`config.mk`:
```
export PLATFORM = sky130hd
export DESIGN_NAME = reset_tick_top
export DESIGN_NICKNAME = d
export VERILOG_FILES = /design/src/reset_tick_pkg.sv /design/src/reset_tick_top.sv /design/src/periodic_counter.sv
export SDC_FILE = /design/constraint.sdc
export NUM_CORES = 1
export LEC_CHECK = 0
export BUFFER_PORTS_ARGS = -buffer_cell sky130_fd_sc_hd__buf_2
export CELL_PAD_IN_SITES_DETAIL_PLACEMENT = 1
export CELL_PAD_IN_SITES_GLOBAL_PLACEMENT = 1
export CORE_MARGIN = 1.5
export CORE_UTILIZATION = 41
export DETAILED_ROUTE_END_ITERATION = 10
export GPL_TIMING_DRIVEN = 0
export PLACE_DENSITY = 0.83
export SLEW_MARGIN = 5
export SYNTH_ARGS = -nofsm -noshare
export SYNTH_HDL_FRONTEND = slang
export SYNTH_SLANG_ARGS = --single-unit
```
`constraint.sdc`:
```
create_clock -name clk -period 5.91 [get_ports clk]
set_clock_uncertainty 0.1 [all_clocks]
set_input_delay 1.4775 -clock clk [delete_from_list [all_inputs] [get_ports clk]]
set_output_delay 1.4775 -clock clk [all_outputs]
set_load 0.02 [all_outputs]
```
`src/reset_tick_pkg.sv`:
```
// Shared constants for the reset-cause and periodic tick block.
// Assumes a 32-bit APB slave port with word-indexed registers.
package reset_tick_pkg;
  // Register indices; byte address is four times the index
  localparam int ADDR_W = 6;
  localparam logic [3:0] IDX_SYNR = 4'h4;
  localparam logic [3:0] IDX_PERIODIC = 4'hb;
  localparam logic [3:0] IDX_CAUSE = 4'hc;
  localparam logic [3:0] IDX_CLKCFG = 4'hd;
  localparam logic [3:0] IDX_STATUS = 4'he;
  // Reset-cause flag positions and values
  localparam int CAUSE_POR = 6;
  localparam int CAUSE_LVR = 5;
  localparam int CAUSE_WDOG = 3;
  localparam int CAUSE_OSCMON = 1;
  localparam int CAUSE_PLLMON = 0;
  localparam logic [7:0] CAUSE_MASK = 8'h6b;
  localparam logic [7:0] CAUSE_RESET = 8'h40;
  // Clock configuration fields
  localparam int CFG_PLL_CLK = 0;
  localparam int CFG_SRC = 1;
  localparam int CFG_PSEUDO_STOP = 2;
  localparam int CFG_LOCK = 3;
  localparam logic [7:0] CLKCFG_MASK = 8'h0f;
  localparam logic [7:0] CLKCFG_RESET = 8'h00;
  // Status fields
  localparam int ST_LOCK = 0;
  localparam int ST_OSCUP = 1;
  localparam int ST_TICK = 2;
  // Periodic control fields and other reset values
  localparam int PER_DEC = 7;
  localparam int PER_RATE_HI = 6;
  localparam int PER_RATE_LO = 4;
  localparam int PER_MOD_HI = 3;
  localparam logic [7:0] PER_RESET = 8'h00;
  localparam logic [7:0] SYNR_RESET = 8'h00;
  // Synchroniser lanes for pin inputs
  localparam int SY_LVR = 0;
  localparam int SY_WDOG = 1;
  localparam int SY_OSCMON = 2;
  localparam int SY_PLLMON = 3;
  localparam int SY_LOCK = 4;
  localparam int SY_OSCUP = 5;
  localparam int SY_RC = 6;
  localparam int SY_OSC = 7;
  localparam int SY_N = 8;
  // Prescaler defaults
  localparam int BIN_SHIFT_DEF = 9;
  localparam int DEC_UNIT_DEF = 1000;

  // Decimal family multiplier per rate code; zero means stopped
  function automatic int dec_mult(input logic [2:0] rate);
    case (rate)
      3'h1: dec_mult = 1;
      3'h2: dec_mult = 2;
      3'h3: dec_mult = 5;
      3'h4: dec_mult = 10;
      3'h5: dec_mult = 20;
      3'h6: dec_mult = 50;
      3'h7: dec_mult = 100;
      default: dec_mult = 0;
    endcase
  endfunction : dec_mult
endpackage : reset_tick_pkg

```
`src/reset_tick_top.sv`:
```
// Reset-cause flags, PLL synthesizer write gating and periodic tick.
// Assumes an APB master on clk; cause, lock, oscillator-up and the two
// source clocks arrive as pins from outside this clock domain.
// What this block does
// RL1 - Power-on reset sets the power-on flag, bit 6.
// RL2 - Low-voltage reset on any supply domain sets bit 5.
// RL3 - Operating watchdog reset sets bit 3.
// RL4 - Loss of crystal clock reset sets bit 1.
// RL5 - Loss of PLL clock reset sets bit 0.
// RL6 - Cause flags clear only on writing one; zero leaves them.
// RL7 - Synthesizer writes land only if unlocked and PLL selected.
// RL8 - Any synthesizer write clears lock and oscillator-up status.
// RL9 - Source select zero uses RC clock, one uses crystal clock while oscillator-up status is set, else RC clock.
// RL10 - In stop, counter runs only with pseudo-stop and crystal source.
// RL11 - Any control register write starts a fresh period.
// RL12 - A change of effective source restarts the period.
// RL13 - Bit 7 picks binary or decimal prescaler family.
// RL14 - Bits 6..4 pick prescale rate, bits 3..0 the modulus.
// RL15 - Divide ratio from rate and modulus; rate zero stops counting.
// RL16 - Each expiry sets the tick flag and starts the next period.
`timescale 1ns/10ps
module reset_tick_top import reset_tick_pkg::*; #(
  parameter int BIN_SHIFT = BIN_SHIFT_DEF,
  parameter int DEC_UNIT = DEC_UNIT_DEF
) (
  input wire logic clk,
  input wire logic rst,
  input wire logic [ADDR_W-1:0] paddr,
  input wire logic psel,
  input wire logic penable,
  input wire logic pwrite,
  input wire logic [31:0] pwdata,
  output logic [31:0] prdata,
  output logic pready,
  output logic pslverr,
  input wire logic lowVoltReset,
  input wire logic wdogReset,
  input wire logic oscMonReset,
  input wire logic pllMonReset,
  input wire logic pllLock,
  input wire logic oscUp,
  input wire logic rcClk,
  input wire logic crystal_clock,
  input wire logic stopMode,
  output logic periodicTick,
  output logic tickFlag
);
  logic [SY_N-1:0] asyncIn;
  logic [SY_N-1:0] syncA;
  logic [SY_N-1:0] syncB;
  logic [SY_N-1:0] syncC;
  logic [7:0] cause;
  logic [7:0] next_cause;
  logic [7:0] causeSet;
  logic [7:0] clkCfg;
  logic [7:0] synr;
  logic [7:0] perCtrl;
  logic lockStatus;
  logic oscUpStatus;
  logic srcPrev;
  logic expire;
  logic firstCycle;
  logic [7:0] readMux;

  // Pin inputs into one bundle of synchroniser lanes
  assign asyncIn[SY_LVR] = lowVoltReset;
  assign asyncIn[SY_WDOG] = wdogReset;
  assign asyncIn[SY_OSCMON] = oscMonReset;
  assign asyncIn[SY_PLLMON] = pllMonReset;
  assign asyncIn[SY_LOCK] = pllLock;
  assign asyncIn[SY_OSCUP] = oscUp;
  assign asyncIn[SY_RC] = rcClk;
  assign asyncIn[SY_OSC] = crystal_clock;

  // Two flops per lane; a third only serves edge detection after them
  always_ff @(posedge clk or posedge rst) begin
    if (rst) begin
      syncA <= '0;
      syncB <= '0;
      syncC <= '0;
    end else begin
      syncA <= asyncIn;
      syncB <= syncA;
      syncC <= syncB;
    end
  end

  wire [SY_N-1:0] rise = syncB & ~syncC;

  // APB decode: one wait state, so the answer is a registered flop
  wire [3:0] idx = paddr[ADDR_W-1:2];
  wire aligned = paddr[1:0] == 2'b00;
  wire hitSynr = aligned && idx == IDX_SYNR;
  wire hitPer = aligned && idx == IDX_PERIODIC;
  wire hitCause = aligned && idx == IDX_CAUSE;
  wire hitCfg = aligned && idx == IDX_CLKCFG;
  wire hitStatus = aligned && idx == IDX_STATUS;
  wire mapped = hitSynr | hitPer | hitCause | hitCfg | hitStatus;
  wire answer = psel && penable && !pready;
  wire access = psel && penable && pready;
  wire wrEn = access && pwrite;

  // Write strobes; an unmapped address changes nothing
  wire synrWrite = wrEn && hitSynr;
  wire perWrite = wrEn && hitPer;
  wire causeWrite = wrEn && hitCause;
  wire cfgWrite = wrEn && hitCfg;
  wire statusWrite = wrEn && hitStatus;
  wire synrAllowed = !clkCfg[CFG_LOCK] && clkCfg[CFG_PLL_CLK];

  // Read selection
  wire [7:0] statusView = {5'h00, tickFlag, oscUpStatus, lockStatus};
  assign readMux = hitSynr ? synr :
                   hitPer ? perCtrl :
                   hitCause ? cause :
                   hitCfg ? clkCfg :
                   hitStatus ? statusView : 8'h00;

  // Answer the access phase one cycle in; slave error on unmapped
  always_ff @(posedge clk or posedge rst) begin
    if (rst) begin
      pready <= 1'b0;
      pslverr <= 1'b0;
      prdata <= '0;
    end else begin
      pready <= answer;
      pslverr <= answer && !mapped;
      prdata <= answer && !pwrite ? {24'h000000, readMux} : '0;
    end
  end

  // Hardware set sources, held at their documented bit positions
  always_comb begin
    causeSet = 8'h00;
    causeSet[CAUSE_LVR] = syncB[SY_LVR]; // see RL2
    causeSet[CAUSE_WDOG] = syncB[SY_WDOG]; // see RL3
    causeSet[CAUSE_OSCMON] = syncB[SY_OSCMON]; // see RL4
    causeSet[CAUSE_PLLMON] = syncB[SY_PLLMON]; // see RL5
  end

  // Write one clears, zero keeps; a set in the same cycle wins
  wire [7:0] causeClr = causeWrite ? (pwdata[7:0] & CAUSE_MASK) : 8'h00;
  assign next_cause = (cause & ~causeClr) | causeSet; // see RL6

  // rst is the power-on reset, so it leaves the power-on flag set
  always_ff @(posedge clk or posedge rst) begin
    if (rst) begin
      cause <= CAUSE_RESET; // see RL1
    end else begin
      cause <= next_cause;
    end
  end

  // Clock configuration and the gated synthesizer register
  always_ff @(posedge clk or posedge rst) begin
    if (rst) begin
      clkCfg <= CLKCFG_RESET;
      synr <= SYNR_RESET;
    end else begin
      if (cfgWrite) begin
        clkCfg <= pwdata[7:0] & CLKCFG_MASK;
      end
      if (synrWrite && synrAllowed) begin // see RL7
        synr <= pwdata[7:0];
      end
    end
  end

  // Status follows the pins, but any synthesizer write drops it until
  // the next rising edge; a rise in the write cycle still wins
  always_ff @(posedge clk or posedge rst) begin
    if (rst) begin
      lockStatus <= 1'b0;
      oscUpStatus <= 1'b0;
    end else begin
      if (rise[SY_LOCK]) begin
        lockStatus <= 1'b1;
      end else if (synrWrite || !syncB[SY_LOCK]) begin // see RL8
        lockStatus <= 1'b0;
      end
      if (rise[SY_OSCUP]) begin
        oscUpStatus <= 1'b1;
      end else if (synrWrite || !syncB[SY_OSCUP]) begin // see RL8
        oscUpStatus <= 1'b0;
      end
    end
  end

  // Crystal source counts only while the oscillator is reported up
  wire srcEff = clkCfg[CFG_SRC] && oscUpStatus;
  wire srcTick = srcEff ? rise[SY_OSC] : rise[SY_RC]; // see RL9
  wire runOk = !stopMode || (clkCfg[CFG_PSEUDO_STOP] && srcEff); // see RL10
  wire restart = perWrite || (srcEff != srcPrev); // see RL11, RL12

  // Periodic control register and source history
  always_ff @(posedge clk or posedge rst) begin
    if (rst) begin
      perCtrl <= PER_RESET;
      srcPrev <= 1'b0;
    end else begin
      srcPrev <= srcEff;
      if (perWrite) begin
        perCtrl <= pwdata[7:0];
      end
    end
  end

  periodic_counter #(
    .CNT_W(32),
    .BIN_SHIFT(BIN_SHIFT),
    .DEC_UNIT(DEC_UNIT)
  ) u_counter (
    .clk(clk),
    .rst(rst),
    .srcTick(srcTick),
    .run(runOk),
    .restart(restart),
    .decimal(perCtrl[PER_DEC]), // see RL13
    .rate(perCtrl[PER_RATE_HI:PER_RATE_LO]), // see RL14
    .modulus(perCtrl[PER_MOD_HI:0]),
    .expire(expire)
  );

  // Tick flag: sticky, write one to clear, expiry wins over the clear
  wire tickClr = statusWrite && pwdata[ST_TICK];
  always_ff @(posedge clk or posedge rst) begin
    if (rst) begin
      tickFlag <= 1'b0;
      periodicTick <= 1'b0;
    end else begin
      periodicTick <= expire; // see RL16
      if (expire) begin
        tickFlag <= 1'b1;
      end else if (tickClr) begin
        tickFlag <= 1'b0;
      end
    end
  end

  // Marks the first cycle after reset release for checking only
  always_ff @(posedge clk or posedge rst) begin
    if (rst) begin
      firstCycle <= 1'b1;
    end else begin
      firstCycle <= 1'b0;
    end
  end
endmodule : reset_tick_top

```
`src/periodic_counter.sv`:
```
// Prescaler and modulus counter of the periodic tick.
// Assumes srcTick is a one-cycle pulse on clk per source clock edge.
`timescale 1ns/10ps
module periodic_counter import reset_tick_pkg::*; #(
  parameter int CNT_W = 32,
  parameter int BIN_SHIFT = BIN_SHIFT_DEF,
  parameter int DEC_UNIT = DEC_UNIT_DEF
) (
  input wire logic clk,
  input wire logic rst,
  input wire logic srcTick,
  input wire logic run,
  input wire logic restart,
  input wire logic decimal,
  input wire logic [2:0] rate,
  input wire logic [3:0] modulus,
  output logic expire
);
  localparam logic [CNT_W-1:0] ONE = 1;
  logic [CNT_W-1:0] pre;
  logic [CNT_W-1:0] preLimit;
  logic [3:0] modCnt;

  // Refuse sizes whose largest binary prescale cannot be held
  if (BIN_SHIFT + 6 >= CNT_W || DEC_UNIT < 1 || CNT_W > 32) begin : g_bad
    $error("periodic_counter: prescale does not fit CNT_W");
  end

  // Prescale per family; rate zero yields zero, which stops the count
  always_comb begin
    if (rate == 3'h0) begin
      preLimit = '0;
    end else if (decimal) begin // see RL13
      preLimit = CNT_W'(DEC_UNIT * dec_mult(rate));
    end else begin
      preLimit = ONE << (BIN_SHIFT + int'(rate) - 1);
    end
  end

  wire preWrap = (pre + ONE) == preLimit;
  wire modWrap = modCnt == modulus; // see RL14
  wire advance = run && (rate != 3'h0) && srcTick; // see RL10, RL15

  // Restart wins over counting so a write never leaves a partial period
  always_ff @(posedge clk or posedge rst) begin
    if (rst) begin
      pre <= '0;
      modCnt <= 4'h0;
      expire <= 1'b0;
    end else begin
      expire <= 1'b0;
      if (restart) begin // see RL11, RL12
        pre <= '0;
        modCnt <= 4'h0;
      end else if (advance) begin
        if (preWrap) begin
          pre <= '0;
          if (modWrap) begin // see RL16
            modCnt <= 4'h0;
            expire <= 1'b1;
          end else begin
            modCnt <= modCnt + 4'h1;
          end
        end else begin
          pre <= pre + ONE;
        end
      end
    end
  end
endmodule : periodic_counter

```
## After elaboration in Yosys (flattened, before gate mapping)

Index checks and enable logic that the tools add are counted.
W data, S select, Z words.

| word-level totals | value |
|---|---|
| bits in registers | 104 |
| bits in writable memories | 0 |
| memories | 0 |
| logic and storage cells | 121 |
| ROM bits | 0 |
| latch bits | 0 |
| output and inout port bits | 36 |
| input port bits | 52 |

| operators by class | value |
|---|---|
| add/sub/neg operators | 4 |
| multipliers | 1 |
| magnitude comparators | 0 |
| equality and inequality tests | 15 |
| mux-type cells | 30 |
| divide/modulo/power cells | 0 |
| bitwise gates (word level) | 9 |
| reduce and logical (&&, ||, !) cells | 43 |
| shift operators | 1 |

Operator list:

| operator | count |
|---|---|
| $mux W32 | 7 |
| $pmux W7 S7 | 1 |
| $add A32 B1 Y32 const B | 1 |
| $eq A32 B32 Y1 | 1 |
| $mul A8 B32 Y29 const A | 1 |
| $mux W8 | 4 |
| $shl A1 B32 Y32 const A | 1 |
| $sub A32 B2 Y32 const B | 1 |
| $logic_and A1 B1 Y1 | 23 |
| $mux W4 | 5 |
| $and A8 B8 Y8 | 2 |
| $eq A4 B4 Y1 const B | 4 |
| $eq A3 B3 Y1 const B | 4 |
| $mux W1 | 11 |
| $reduce_bool A2 Y1 | 5 |
| $not A7 Y8 | 1 |
| $not A8 Y8 | 1 |
| $or A8 B6 Y8 | 1 |
| $logic_not A1 Y1 | 7 |
| $mux W7 | 1 |
| $eq A3 B2 Y1 const B | 2 |
| $add A4 B3 Y5 const A | 1 |
| $add A4 B1 Y4 const B | 1 |
| $eq A4 B3 Y1 const B | 1 |
| other kinds (10) | 16 |

## Logic depth before layout (Yosys ltp)

Gate-level depths: netlist of the first run.

| depth | value |
|---|---|
| depth in word-level cells | 11 |
| depth in mapped cells | 27 |
| gate-level depth less buffers | 22 |

## Cells and area by module

From an unflattened synthesis of the first run, not the netlist that was laid out.

| second synthesis, totals | value |
|---|---|
| cells, all modules | 704 |
| area total of the unflattened synthesis | 6562.5 µm² |

By module, submodules not included:

| module | sequential area each (µm²) | cells an instance | instances | area each (µm²) |
|---|---|---|---|---|
| periodic_counter | 925.9 | 510 | 1 | 4091.4 |
| reset_tick_top | 1502.7 | 194 | 1 | 2471.1 |

## Least setup slack after synthesis of the first run

OpenSTA, ideal clock, no wires.

| timing | value |
|---|---|
| path type | register to register |
| from | register perCtrl[5] |
| to | register u_counter.modCnt[3] |
| buffers on the path | 3 |
| arrival | 5940 ps |
| data required time | 5688 ps |
| stages on the path, launching flop included | 25 |
| setup slack | -251 ps |
| period minus slack after synthesis | 6161 ps |
| path through | dfrtp_1 -> buf_2 -> inv_1 -> ha_1 -> clkbuf_1 -> clkbuf_1 -> and2_1 -> inv_1 -> fa_1 -> inv_1 -> ha_1 -> inv_1 -> fa_1 -> fa_1 -> inv_1 -> ha_1 -> nor2_1 -> a211oi_1 -> or3_1 -> a31oi_1 -> xor2_1 -> mux2i_1 -> mux2i_1 -> or4_1 -> a32o_1 |

| between the ends | value |
|---|---|
| longest elaborated chain between the ends | 10 |
| elaborated cells between the ends (all ways) | 24 |
| those cells by class | add/sub (2); mul (1); eq/ne (8); shift (1); mux (5); reduce/logical (7) |

RTL lines:

| element | RTL line | text |
|---|---|---|
| start, declared | reset_tick_top.sv:57 | `logic [7:0] perCtrl;` |
| start signal, assigned | reset_tick_top.sv:203 | `perCtrl <= pwdata[7:0];` |
| $eq A3 B3 Y1 (tied with other cells) | reset_tick_pkg.sv:53 | `case (rate)` |
| $pmux W7 S7 | reset_tick_pkg.sv:53 |  |
| $mux W32 | periodic_counter.sv:33 | `end else if (decimal) begin` |
| $mux W32 | periodic_counter.sv:31 | `if (rate == 3'h0) begin` |
| $mul A8 B32 Y29 | periodic_counter.sv:34 | `preLimit = CNT_W'(DEC_UNIT * dec_mult(rate));` |
| $mux W32 | periodic_counter.sv:33 |  |
| $mux W32 | periodic_counter.sv:31 |  |
| $eq A32 B32 Y1 | periodic_counter.sv:40 | `wire preWrap = (pre + ONE) == preLimit;` |
| $reduce_bool A2 Y1 (no source line) | -- |  |
| $reduce_and A2 Y1 (no source line) (*) | -- |  |
| end signal, assigned | periodic_counter.sv:62 | `modCnt <= modCnt + 4'h1;` |
| end, declared | periodic_counter.sv:22 | `logic [3:0] modCnt;` |

Mark *: on every way between the ends. The rest lies on a longest branch, timed or not. The select of a mux whose other input is x is not followed.
A chain may end at the register's enable or synchronous reset.

## Worst setup path in the final report of the first run

| timing | value |
|---|---|
| from | register perCtrl[6] |
| to | register u_counter.modCnt[0] |

The elaborated chain is that of the path after synthesis.

==> results.toml, run 1 <==
[synth]
synth_fa_ha_area_frac = 0.0939
seq_area_frac_synth = 0.311
ys_ff_latch = 97
synth_mux_area_frac = 0.0335
syn_area_per_cell_sq_um = 8.93
async_reset_ff_frac = 1.00
synth_xor_area_frac = 0.0840
syn_area_sq_um = 7810
ys_types = 90
synth_compound_area_frac = 0.157
synth-simple-area-share = 0.253
synth_top_family_by_area = "simple AND/OR/NAND/NOR gates"
synth_warnings = 0
synth_cells = 874
synthFlopType = "dfrtp_1"
synth_edf_count = 0

[sta]
hold_viol = 0
slew_headroom = 0.187
finalSetupViolCount = 1
fmax_ghz = 0.169
finalCritPeriodShare = 1.00
rsz0062_at_grt = "yes"
setup_ws_ns = -0.00120
holdWs_ns = 0.250
final_max_slew_viol_count = 0
min_period_ns = 5.91
tightest_slew_ns = 1.22

[critical_path]
worstPathCellList = "buf_4, clkinvlp_4, buf_4, nand2_2, o22ai_4, buf_4, fa_1, inv_1, ha_1, ha_1, ha_1, inv_1, fa_1, nand2b_4, a21oi_4, xor2_2, a2bb2oi_2, xnor2_2, o21bai_4, nor4_4, nand4_1, buf_6, or4_4, a21oi_2"
reg2reg_depth = 24
critical_path.top_delay_family = "adder cells"
critPathCaptureType = "register"
critPathSlowestCell = "fa_1"
crit_required_ns = 6.09
cp_num_buf_inv = 7
worstSetupStartpointType = "register"
critical_path_arrival_ns = 6.09
cp.depth = 24
critical_path.max_fanout = 10
max_stage_delay_ns = 0.49
critPathKind = "reg2reg"

[floorplanning]
die_h_microns = 141
row_count = 50
core-area_sq_um = 18700
start_util = 0.417
io-pin-count = 88
fp.dieW_microns = 141
dieArea_sq_um = 19900

[routing]
drcViolationCount = 0
postRouteAntennaNets = 0
drt_first_pass_iters = 6
via_count = 7438
detail_route.wirelength_microns = 27800
wire_per_inst_microns = 22.9
via_per_inst = 6.13
dr.first_iter.drc_count = 565

[clock_network]
insertion_delay_ns = 0.36
h-tree-depth = 3
clk_path_buf_depth = 2
cts-root-buf = "clkbuf_16"
clkSinkCount = 97
cts_made_buffers = 9
path_clk_slew_ns = 0.07
cts_tree = "yes"

[final_layout]
final_area_sq_um = 9390
fillers = 2198
multiInputGateArea_sq_um = 5330
areaGrowthSynthToFinish_pct = 20.3
nets = 1078
drive_gt1_frac = 0.245
final_cells = 1213
n_antenna_cell = 0
seq_area_sq_um = 2430

[hold_path]
min_path_cells = 0
min_path_type = "reg2reg"

[power]
ir_drop_mv = 0.151
total_power_w = 0.00190
p_leak_nw = 4.04
powerDensity_nw_per_um2 = 203

[global_route]
gr-total-overflow = 0
track_usage = 0.272
antenna_found_initial = 0
grt_pass1_wl_microns = 41600
grt.busiest_layer = "met2"
use_met3 = 0.0448
grt_max_degree = 61
met1_usage = 0.344
use_met2 = 0.459
grt_pass1_vias = 7590

[run_status]
status = "finished with violations"
violations = "negative setup slack"

[placement]
dp_hpwl_microns = 19400
gp_congestion = 0.979
port_buffers = 39
dpl_cell_area_sq_um = 8430
dp.cells = 1171

[run]
max_cap_violations = 0
==> cell usage after synthesis (13+ instances only) <==
| library cell | count | area share |
|---|---|---|
| buf_4 | 27 | 0.026 |
| ha_1 | 41 | 0.066 |
| xor2_1 | 30 | 0.034 |
| o21ai_0 | 27 | 0.017 |
| a31oi_1 | 13 | 0.010 |
| dfrtp_1 | 96 | 0.31 |
| nor3_1 | 30 | 0.019 |
| nor2b_1 | 13 | 0.010 |
| nand3_1 | 30 | 0.019 |
| nand4_1 | 24 | 0.019 |
| nor2_1 | 55 | 0.026 |
| clkbuf_1 | 32 | 0.015 |
| and2_1 | 13 | 0.010 |
| and3_1 | 16 | 0.013 |
| a21oi_1 | 33 | 0.021 |
| mux2_2 | 17 | 0.025 |
| nand2_1 | 76 | 0.037 |
| xnor2_1 | 43 | 0.048 |
| inv_1 | 37 | 0.018 |
==> flip-flops by register name (all words and copies together) (netlist names), 4 cells and up <==
name and cells:
cause 5, clkCfg 4, perCtrl 8, prdata 8, syncA 8, syncB 8, syncC 4, synr 8
u_counter.modCnt 4, u_counter.pre 32
==> cell families (layout without fill, tap and decap cells) <==
group | count (synthesis) | count (layout)
compound gates | 172 | 172
xor+xnor | 74 | 74
fa+ha+maj | 52 | 52
buf+inv | 109 | 191
flops | 97 | 97
mux | 24 | 24
other cells | 1 | 24
simple gates | 345 | 345
==> placed cells by master, fill, tap and decap left out, drive strengths merged, types with 7 or more instances in the layout <==
cell    netlist  routed
conb          1      24
xor2         31      31
fa           11      11
o21ai        29      29
and3         18      18
nor4         13      13
inv          38      40
a31oi        13      13
xnor2        43      43
a21o         11      11
nor2b        13      13
nor3         33      33
a22oi         7       7
mux2i         7       7
clkbuf       32      40
nand4b        9       9
nand2b       11      11
dfrtp        96      96
a21oi        34      34
ha           41      41
nand3        31      31
and2         14      14
nand2        77      77
nand4        28      28
nor2         56      56
mux2         17      17
or3          12      12
buf          38     107
==> per-layer routing <==
metal	wire [microns]	share of wire
met5	0	0
met4	1140	0.041
met3	1750	0.063
met2	13600	0.49
met1	11300	0.41
==> worst register-to-register path, cell delays in order (launching register included) <==
cell and delay [ns]:
dfrtp_2 0.36, buf_4 0.19, clkinvlp_4 0.16, buf_4 0.18
nand2_2 0.15, o22ai_4 0.12, buf_4 0.15, fa_1 0.50
inv_1 0.04, ha_1 0.30, ha_1 0.30, ha_1 0.27
inv_1 0.11, fa_1 0.41, nand2b_4 0.19, a21oi_4 0.16
xor2_2 0.21, a2bb2oi_2 0.11, xnor2_2 0.18, o21bai_4 0.19
nor4_4 0.30, nand4_1 0.31, buf_6 0.24, or4_4 0.48
a21oi_2 0.15
==> area by class of cell <==
cell class / count / area share
clock buffer: 11 / 0.0269
sequential: 97 / 0.259
inverter: 39 / 0.0184
clock inverter: 5 / 0.00600
buffer: 68 / 0.0438
tap: 234 / 0.0312
timing repair buffer: 68 / 0.0473
multi-input combinational: 691 / 0.567
==> final timing paths <==
check / start / to / slack [ns]
setup / recovery: perCtrl[6] / u_counter.modCnt[0] / -0.001
hold / removal: syncA[6] / syncB[6] / 0.25
setup reg to reg: perCtrl[6] / u_counter.modCnt[0] / -0.001
hold reg to reg: syncA[6] / syncB[6] / 0.25
max in group asynchronous: rst / cause[6] / 3.96
min in group asynchronous: rst / u_counter.pre[11] / 1.06
==> report_power, final <==
| group | internal, W | switching [W] | total, W |
|---|---|---|---|
| logic | 0.000234 | 0.000355 | 0.000589 |
| registers | 0.000686 | 0.0000271 | 0.000713 |
| clock network | 0.000321 | 0.000279 | 0.000600 |
| total | 0.00124 | 0.000661 | 0.00190 |
==> through the flow <==
step	TNS (ns)	util	worst slack, ns
2_1_floorplan	0	-	0.0549
6_report	-0.00120	0.502	-0.00120
5_1_grt	-2.79	0.502	-0.174
3_5_place_dp	-43.50	0.451	-1.41
4_1_cts	0	0.487	0.00326
3_3_place_gp	-39.89	0.449	-1.33
==> repair_timing <==
action,4_1_cts,5_1_grt
resized for setup,60,44
gates cloned,0,0
buffers inserted,13,15
hold buffers,0,0
pin swaps,16,29
endpoints found under the setup margin,37,37
Note: power is estimated with default switching activity, not from simulation.
==> run 2, diff against run 1 <==
--- a/config.mk
+++ b/config.mk
@@ -9,10 +9,11 @@
 export CELL_PAD_IN_SITES_DETAIL_PLACEMENT = 1
 export CELL_PAD_IN_SITES_GLOBAL_PLACEMENT = 1
 export CORE_MARGIN = 1.5
-export CORE_UTILIZATION = 41
+export CORE_UTILIZATION = 42
+export CTS_BUF_LIST = sky130_fd_sc_hd__clkbuf_4
 export DETAILED_ROUTE_END_ITERATION = 10
 export GPL_TIMING_DRIVEN = 0
-export PLACE_DENSITY = 0.83
+export PLACE_DENSITY = 0.85
 export SLEW_MARGIN = 5
 export SYNTH_ARGS = -nofsm -noshare
 export SYNTH_HDL_FRONTEND = slang
==> run 2 against run 1 <==
Net effect:
- the run now ends clean
- flip-flop and latch count unchanged
- cell count about the same
- sequential power about the same
- combinational power barely moved
==> results.toml, run 2 (synthesis results as in run 1) <==
[run_status]
status = "completed"

[placement]
dp_hpwl_microns = 19100
port_buffers = 39
gp_congestion = 0.924
dpl_cell_area_sq_um = 8430
post-place-ws_ns = -1.51

[clock_network]
cts_made_buffers = 9
cts-root-buf = "clkbuf_4"
clkSinkCount = 97
clk_path_buf_depth = 2
insertion_delay_ns = 0.49
hold_buffers = 0
h-tree-depth = 3
path_clk_slew_ns = 0.19
cts_tree = "yes"

[sta]
rsz0062_at_grt = "yes"
finalSetupViolCount = 0
tns_ns = 0
finalCritPeriodShare = 1.00
fmax_ghz = 0.169
final_max_slew_viol_count = 0
slew_headroom = 0.260
hold_viol = 0
tightest_slew_ns = 1.10
min_period_ns = 5.91
holdWs_ns = 0.270
setup_ws_ns = 0.000347

[floorplanning]
dieArea_sq_um = 19400
core-area_sq_um = 18100
row_count = 49
start_util = 0.432
fp.dieW_microns = 139
io-pin-count = 88
die_h_microns = 139

[critical_path]
critical_path.top_delay_family = "adder cells"
crit_required_ns = 6.22
cp.depth = 22
worstPathCellList = "buf_4, inv_2, nand2_1, o22ai_4, inv_1, ha_4, ha_1, inv_1, fa_1, inv_1, fa_1, ha_4, a21oi_1, xnor2_1, a32oi_2, xnor2_1, nand4b_1, nor4_4, nand4_1, buf_4, or4_4, a32o_1"
endpoint = "u_counter.modCnt[3]"
critPathCaptureType = "register"
max_stage_delay_ns = 0.54
critical_path_arrival_ns = 6.22
cpMostUsedCell = "inv_1"
timing.rr.start = "perCtrl[6]"
cp_num_buf_inv = 6
regToRegSetupSlack_ns = 0.0003
r2r-end = "u_counter.modCnt[3]"
worstSetupStartpointType = "register"
reg2reg_depth = 22
critical_path.max_fanout = 10
critPathSlowestCell = "fa_1"
crit_path_start = "perCtrl[6]"
critPathKind = "reg2reg"

[power]
p_switching_w = 0.000649
total_power_w = 0.00168
pwr-share-comb = 0.353
p_sw_frac = 0.386
internal_power_w = 0.00103
p_leak_nw = 4.02
ir_drop_mv = 0.146
p_clk_frac = 0.224
p_seq_frac = 0.424
powerDensity_nw_per_um2 = 181

[routing]
wire_per_inst_microns = 22.6
postRouteAntennaNets = 0
drt_first_pass_iters = 5
detail_route.wirelength_microns = 27400
via_count = 7555
via_per_inst = 6.23
drcViolationCount = 0
dr.first_iter.drc_count = 800

[final_layout]
final_area_sq_um = 9270
areaGrowthSynthToFinish_pct = 18.7
multiInputGateArea_sq_um = 5320
drive_gt1_frac = 0.245
nets = 1081
layout_common_cells = "dfrtp_1, nand2_1, buf_4, nor2_1, buf_2"
fillers = 2129
final_common_cell = "dfrtp_1"
seq_area_sq_um = 2430
largest_register_ff_count = 32
regMostFlops = "u_counter.pre"

[run]
max_cap_violations = 0

[global_route]
antenna_found_initial = 1
gr-total-overflow = 0
track_usage = 0.272
grt_pass1_wl_microns = 41500
grt_pass1_vias = 7622
grt_max_degree = 61

[hold_path]
min_path_type = "reg2reg"
hp-start = "syncA[7]"
[run 2: cell count changes in the layout (fill, tap and decap cells not counted), sizes merged]
cell | previous run | this run
diode | 0 | 1
clkinv | 3 | 5
buf | 107 | 112
clkbuf | 40 | 36
[run 2: area by class of cell]
type	instances	share of cell area
Multi-Input combinational cell	691	0.574
Sequential cell	97	0.262
Timing Repair Buffer	71	0.0517
Buffer	68	0.0456
Tap cell	229	0.0309
Inverter	39	0.0182
Clock inverter	7	0.00918
Clock buffer	9	0.00729
Antenna cell	1	0.000270
[run 2: metrics by stage]
step / utilization / std cells
after global placement: 0.464 / 1165
after global routing: 0.512 / 1212
after floorplan: - / 897
after detailed placement: 0.466 / 1166
final: 0.512 / 1212
after CTS: 0.497 / 1197
[run 2: what timing repair did]
item / in CTS / in global routing
setup buffers: 15 / 17
pin swaps: 18 / 25
resized for setup: 62 / 43
hold endpoints to repair: 0 / 0
endpoints found under the setup margin: 37 / 37
[run 2: worst min-delay path by stage]
| stage | endpoint | slack [ns] | cells after the start |
|---|---|---|---|
| CTS | syncB[7] | 0.27 | 0 |
| global route | syncB[5] | 0.28 | 0 |
| floorplan | syncB[0] | 0.23 | 0 |
| finish | syncB[7] | 0.27 | 0 |
| detailed placement | syncB[7] | 0.24 | 0 |
| global placement | syncB[1] | 0.23 | 0 |
[run 2: layer usage]
layer  GRT usage  vias up  routed length, microns
li1            -     3312                       -
met1       0.346     3798                   11100
met2       0.457      364                   13400
met3      0.0440       81                    1790
met4       0.122        0                    1120
met5           0        -                       0
[run 2: worst register-to-register path: stages, from the launching register on]
cell and delay (ns):
dfrtp_2 0.45, buf_4 0.18, inv_2 0.18, nand2_1 0.23, o22ai_4 0.23, inv_1 0.11, ha_4 0.23, ha_1 0.27
inv_1 0.05, fa_1 0.54, inv_1 0.05, fa_1 0.54, ha_4 0.24, a21oi_1 0.20, xnor2_1 0.11, a32oi_2 0.28
xnor2_1 0.19, nand4b_1 0.22, nor4_4 0.37, nand4_1 0.14, buf_4 0.18, or4_4 0.48, a32o_1 0.27
[run 2: power groups by stage]
stage | registers [W] | clock network (W) | logic (W)
2_1_floorplan | 0.000721 | 0 | 0.000340
5_1_grt | 0.000716 | 0.000402 | 0.000632
6_report | 0.000712 | 0.000375 | 0.000592
3_3_place_gp | 0.000724 | 0 | 0.000456
3_5_place_dp | 0.000725 | 0 | 0.000471
4_1_cts | 0.000712 | 0.000384 | 0.000528
==> run 3, diff against run 2 <==
--- a/config.mk
+++ b/config.mk
@@ -12,7 +12,7 @@
 export CORE_UTILIZATION = 42
 export CTS_BUF_LIST = sky130_fd_sc_hd__clkbuf_4
 export DETAILED_ROUTE_END_ITERATION = 10
-export GPL_TIMING_DRIVEN = 0
+export GPL_TIMING_DRIVEN = 1
 export PLACE_DENSITY = 0.85
 export SLEW_MARGIN = 5
 export SYNTH_ARGS = -nofsm -noshare
==> run 3 against run 2 <==
Net effect:
- fmax grew 0.54%
- sequential power rose by 0.7%
- cell count decreased by 2.9%
- sequential share of layout area is 0.54 points higher
- non-clock buffer count decreased by 35
- flip-flop and latch count is the same
- routed wire length decreased by 7.5%
- first-iteration DRC count fell by 38%
- via count down 5.7%
- register-to-register slack better by 0.03 ns
- global-route usage down 1.5 points
- highest routed layer unchanged
==> results.toml, run 3 (synthesis results as in run 1) <==
[run_status]
status = "completed"

[clock_network]
path_clk_slew_ns = 0.19
cts_tree = "yes"
cts_made_buffers = 9
cts-root-buf = "clkbuf_4"
clk_path_buf_depth = 2
h-tree-depth = 3
clkSinkCount = 97
insertion_delay_ns = 0.50

[sta]
rsz0062_at_grt = "yes"
fmax_ghz = 0.170
hold_viol = 0
tns_ns = 0
setup_ws_ns = 0.0323
final_max_slew_viol_count = 0
slew_headroom = 0.179
finalCritPeriodShare = 0.995
min_period_ns = 5.88
tightest_slew_ns = 1.23
finalSetupViolCount = 0

[final_layout]
areaGrowthSynthToFinish_pct = 16.3
final_area_sq_um = 9080
drive_gt1_frac = 0.250
nets = 1046
final_cells = 1177
fillers = 2110
final_common_cell = "dfrtp_1"
utilization = 0.502
layout_common_cells = "dfrtp_1, nand2_1, buf_4, nor2_1"
regMostFlops = "u_counter.pre"
largest_register_ff_count = 32

[hold_path]
min_path_type = "reg2reg"

[floorplanning]
start_util = 0.432
fp.dieW_microns = 139
core-area_sq_um = 18100
die_h_microns = 139
row_count = 49
io-pin-count = 88
dieArea_sq_um = 19400

[critical_path]
r2r-end = "u_counter.modCnt[0]"
cp_num_buf_inv = 7
critical_path_arrival_ns = 6.23
crit_path_start = "perCtrl[4]"
worstPathCellList = "buf_4, ha_4, buf_4, o22ai_4, a21oi_2, or2_4, ha_4, inv_2, fa_1, inv_2, fa_1, ha_4, buf_6, a21oi_4, xnor2_2, a32oi_2, xnor2_2, nand4b_1, nor4_4, nand4_1, buf_4, buf_8, or4_4, a21oi_2"
critical_path.max_fanout = 6
timing.rr.start = "perCtrl[4]"
critPathSlowestCell = "fa_1"
max_stage_delay_ns = 0.55
cp.depth = 24
regToRegSetupSlack_ns = 0.03
endpoint = "u_counter.modCnt[0]"
crit_required_ns = 6.26
critPathCaptureType = "register"
reg2reg_depth = 24
worstSetupStartpointType = "register"
critPathKind = "reg2reg"
critical_path.top_delay_family = "adder cells"

[routing]
drcViolationCount = 0
wire_per_inst_microns = 21.6
drt_first_pass_iters = 5
dr.first_iter.drc_count = 494
via_count = 7127
postRouteAntennaNets = 0
detail_route.wirelength_microns = 25400
via_per_inst = 6.06

[placement]
dp_hpwl_microns = 18900
gp_congestion = 0.924
dpl_cell_area_sq_um = 8410
post-place-ws_ns = -0.308
dp.cells = 1148
port_buffers = 39

[power]
ir_drop_mv = 0.136
internal_power_w = 0.00102
p_leak_nw = 3.95
p_sw_frac = 0.382
powerDensity_nw_per_um2 = 183
p_seq_frac = 0.432
p_clk_frac = 0.223
pwr-share-comb = 0.345
p_switching_w = 0.000634

[global_route]
grt_max_degree = 55
track_usage = 0.257
grt_pass1_vias = 7283
gr-total-overflow = 0
antenna_found_initial = 1
grt_pass1_wl_microns = 39500

[run]
max_cap_violations = 0
## run 3: changes by cell type in the layout (fill, tap and decap cells not counted), moves of 3 or more
cell / change
ha_2: +4
xnor2_2: +3
clkbuf_1: -27
buf_2: -5
a21oi_1: -3
xnor2_1: -3
## run 3: timing repair
item	4_1_cts	5_1_grt
buffers inserted	2	11
pin swaps	13	31
gates resized for setup	26	57
hold buffers	0	0
gates cloned	0	0
setup endpoints to repair	37	37
## run 3: worst min-delay path by stage
| stage | from | end | cells past startpoint |
|---|---|---|---|
| floorplan | syncA[0] | syncB[0] | 0 |
| global placement | syncA[1] | syncB[1] | 0 |
| detailed placement | syncA[3] | syncB[3] | 0 |
| CTS | syncA[3] | syncB[3] | 0 |
| global route | syncA[0] | syncB[0] | 0 |
| finish | syncA[0] | syncB[0] | 0 |
## run 3: layout make-up
cell class	instances	area, sq um	share of cell area
clock buffers	9	67.6	0.00744
repair buffers	104	717	0.0790
multi-input cells	691	5330	0.588
clock inverters	7	85.1	0.00937
well taps	229	287	0.0316
flip-flops and latches	97	2430	0.268
inverters	39	154	0.0170
diodes	1	2.50	0.000276
## run 3: stage by stage
| stage | power, W | hold slack [ns] |
|---|---|---|
| after CTS | 0.00161 | 0.277 |
| after global routing | 0.00173 | 0.281 |
| after detailed placement | 0.00121 | 0.236 |
| after global placement | 0.00119 | 0.232 |
| after floorplan | 0.00106 | 0.231 |
| final | 0.00166 | 0.273 |
## run 3: worst reg2reg max path: cells and delay by family (launching register included)
kind | cells | cell delay (ns)
buffers and inverters | 7 | 0.86
AOI/OAI and AO/OA | 5 | 0.82
adders and majority gates | 5 | 1.75
and+or+nand+nor | 5 | 1.53
DFF | 1 | 0.49
xor gates and xnor gates | 2 | 0.28
## run 3: power groups by stage
stage          logic [W]  clock network, W  registers, W
3_3_place_gp    0.000461                 0      0.000724
6_report        0.000572          0.000369      0.000717
5_1_grt         0.000617          0.000397      0.000720
3_5_place_dp    0.000479                 0      0.000726
2_1_floorplan   0.000340                 0      0.000721
4_1_cts         0.000515          0.000380      0.000714
## run 3: per-layer routing
metal	wire (microns)	part of all wire	vias up	GRT usage
met5	0	0	-	0
met4	834	0.033	0	0.114
met3	1030	0.040	61	0.0354
met2	12600	0.50	209	0.434
met1	10900	0.43	3610	0.329
li1	-	-	3247	-
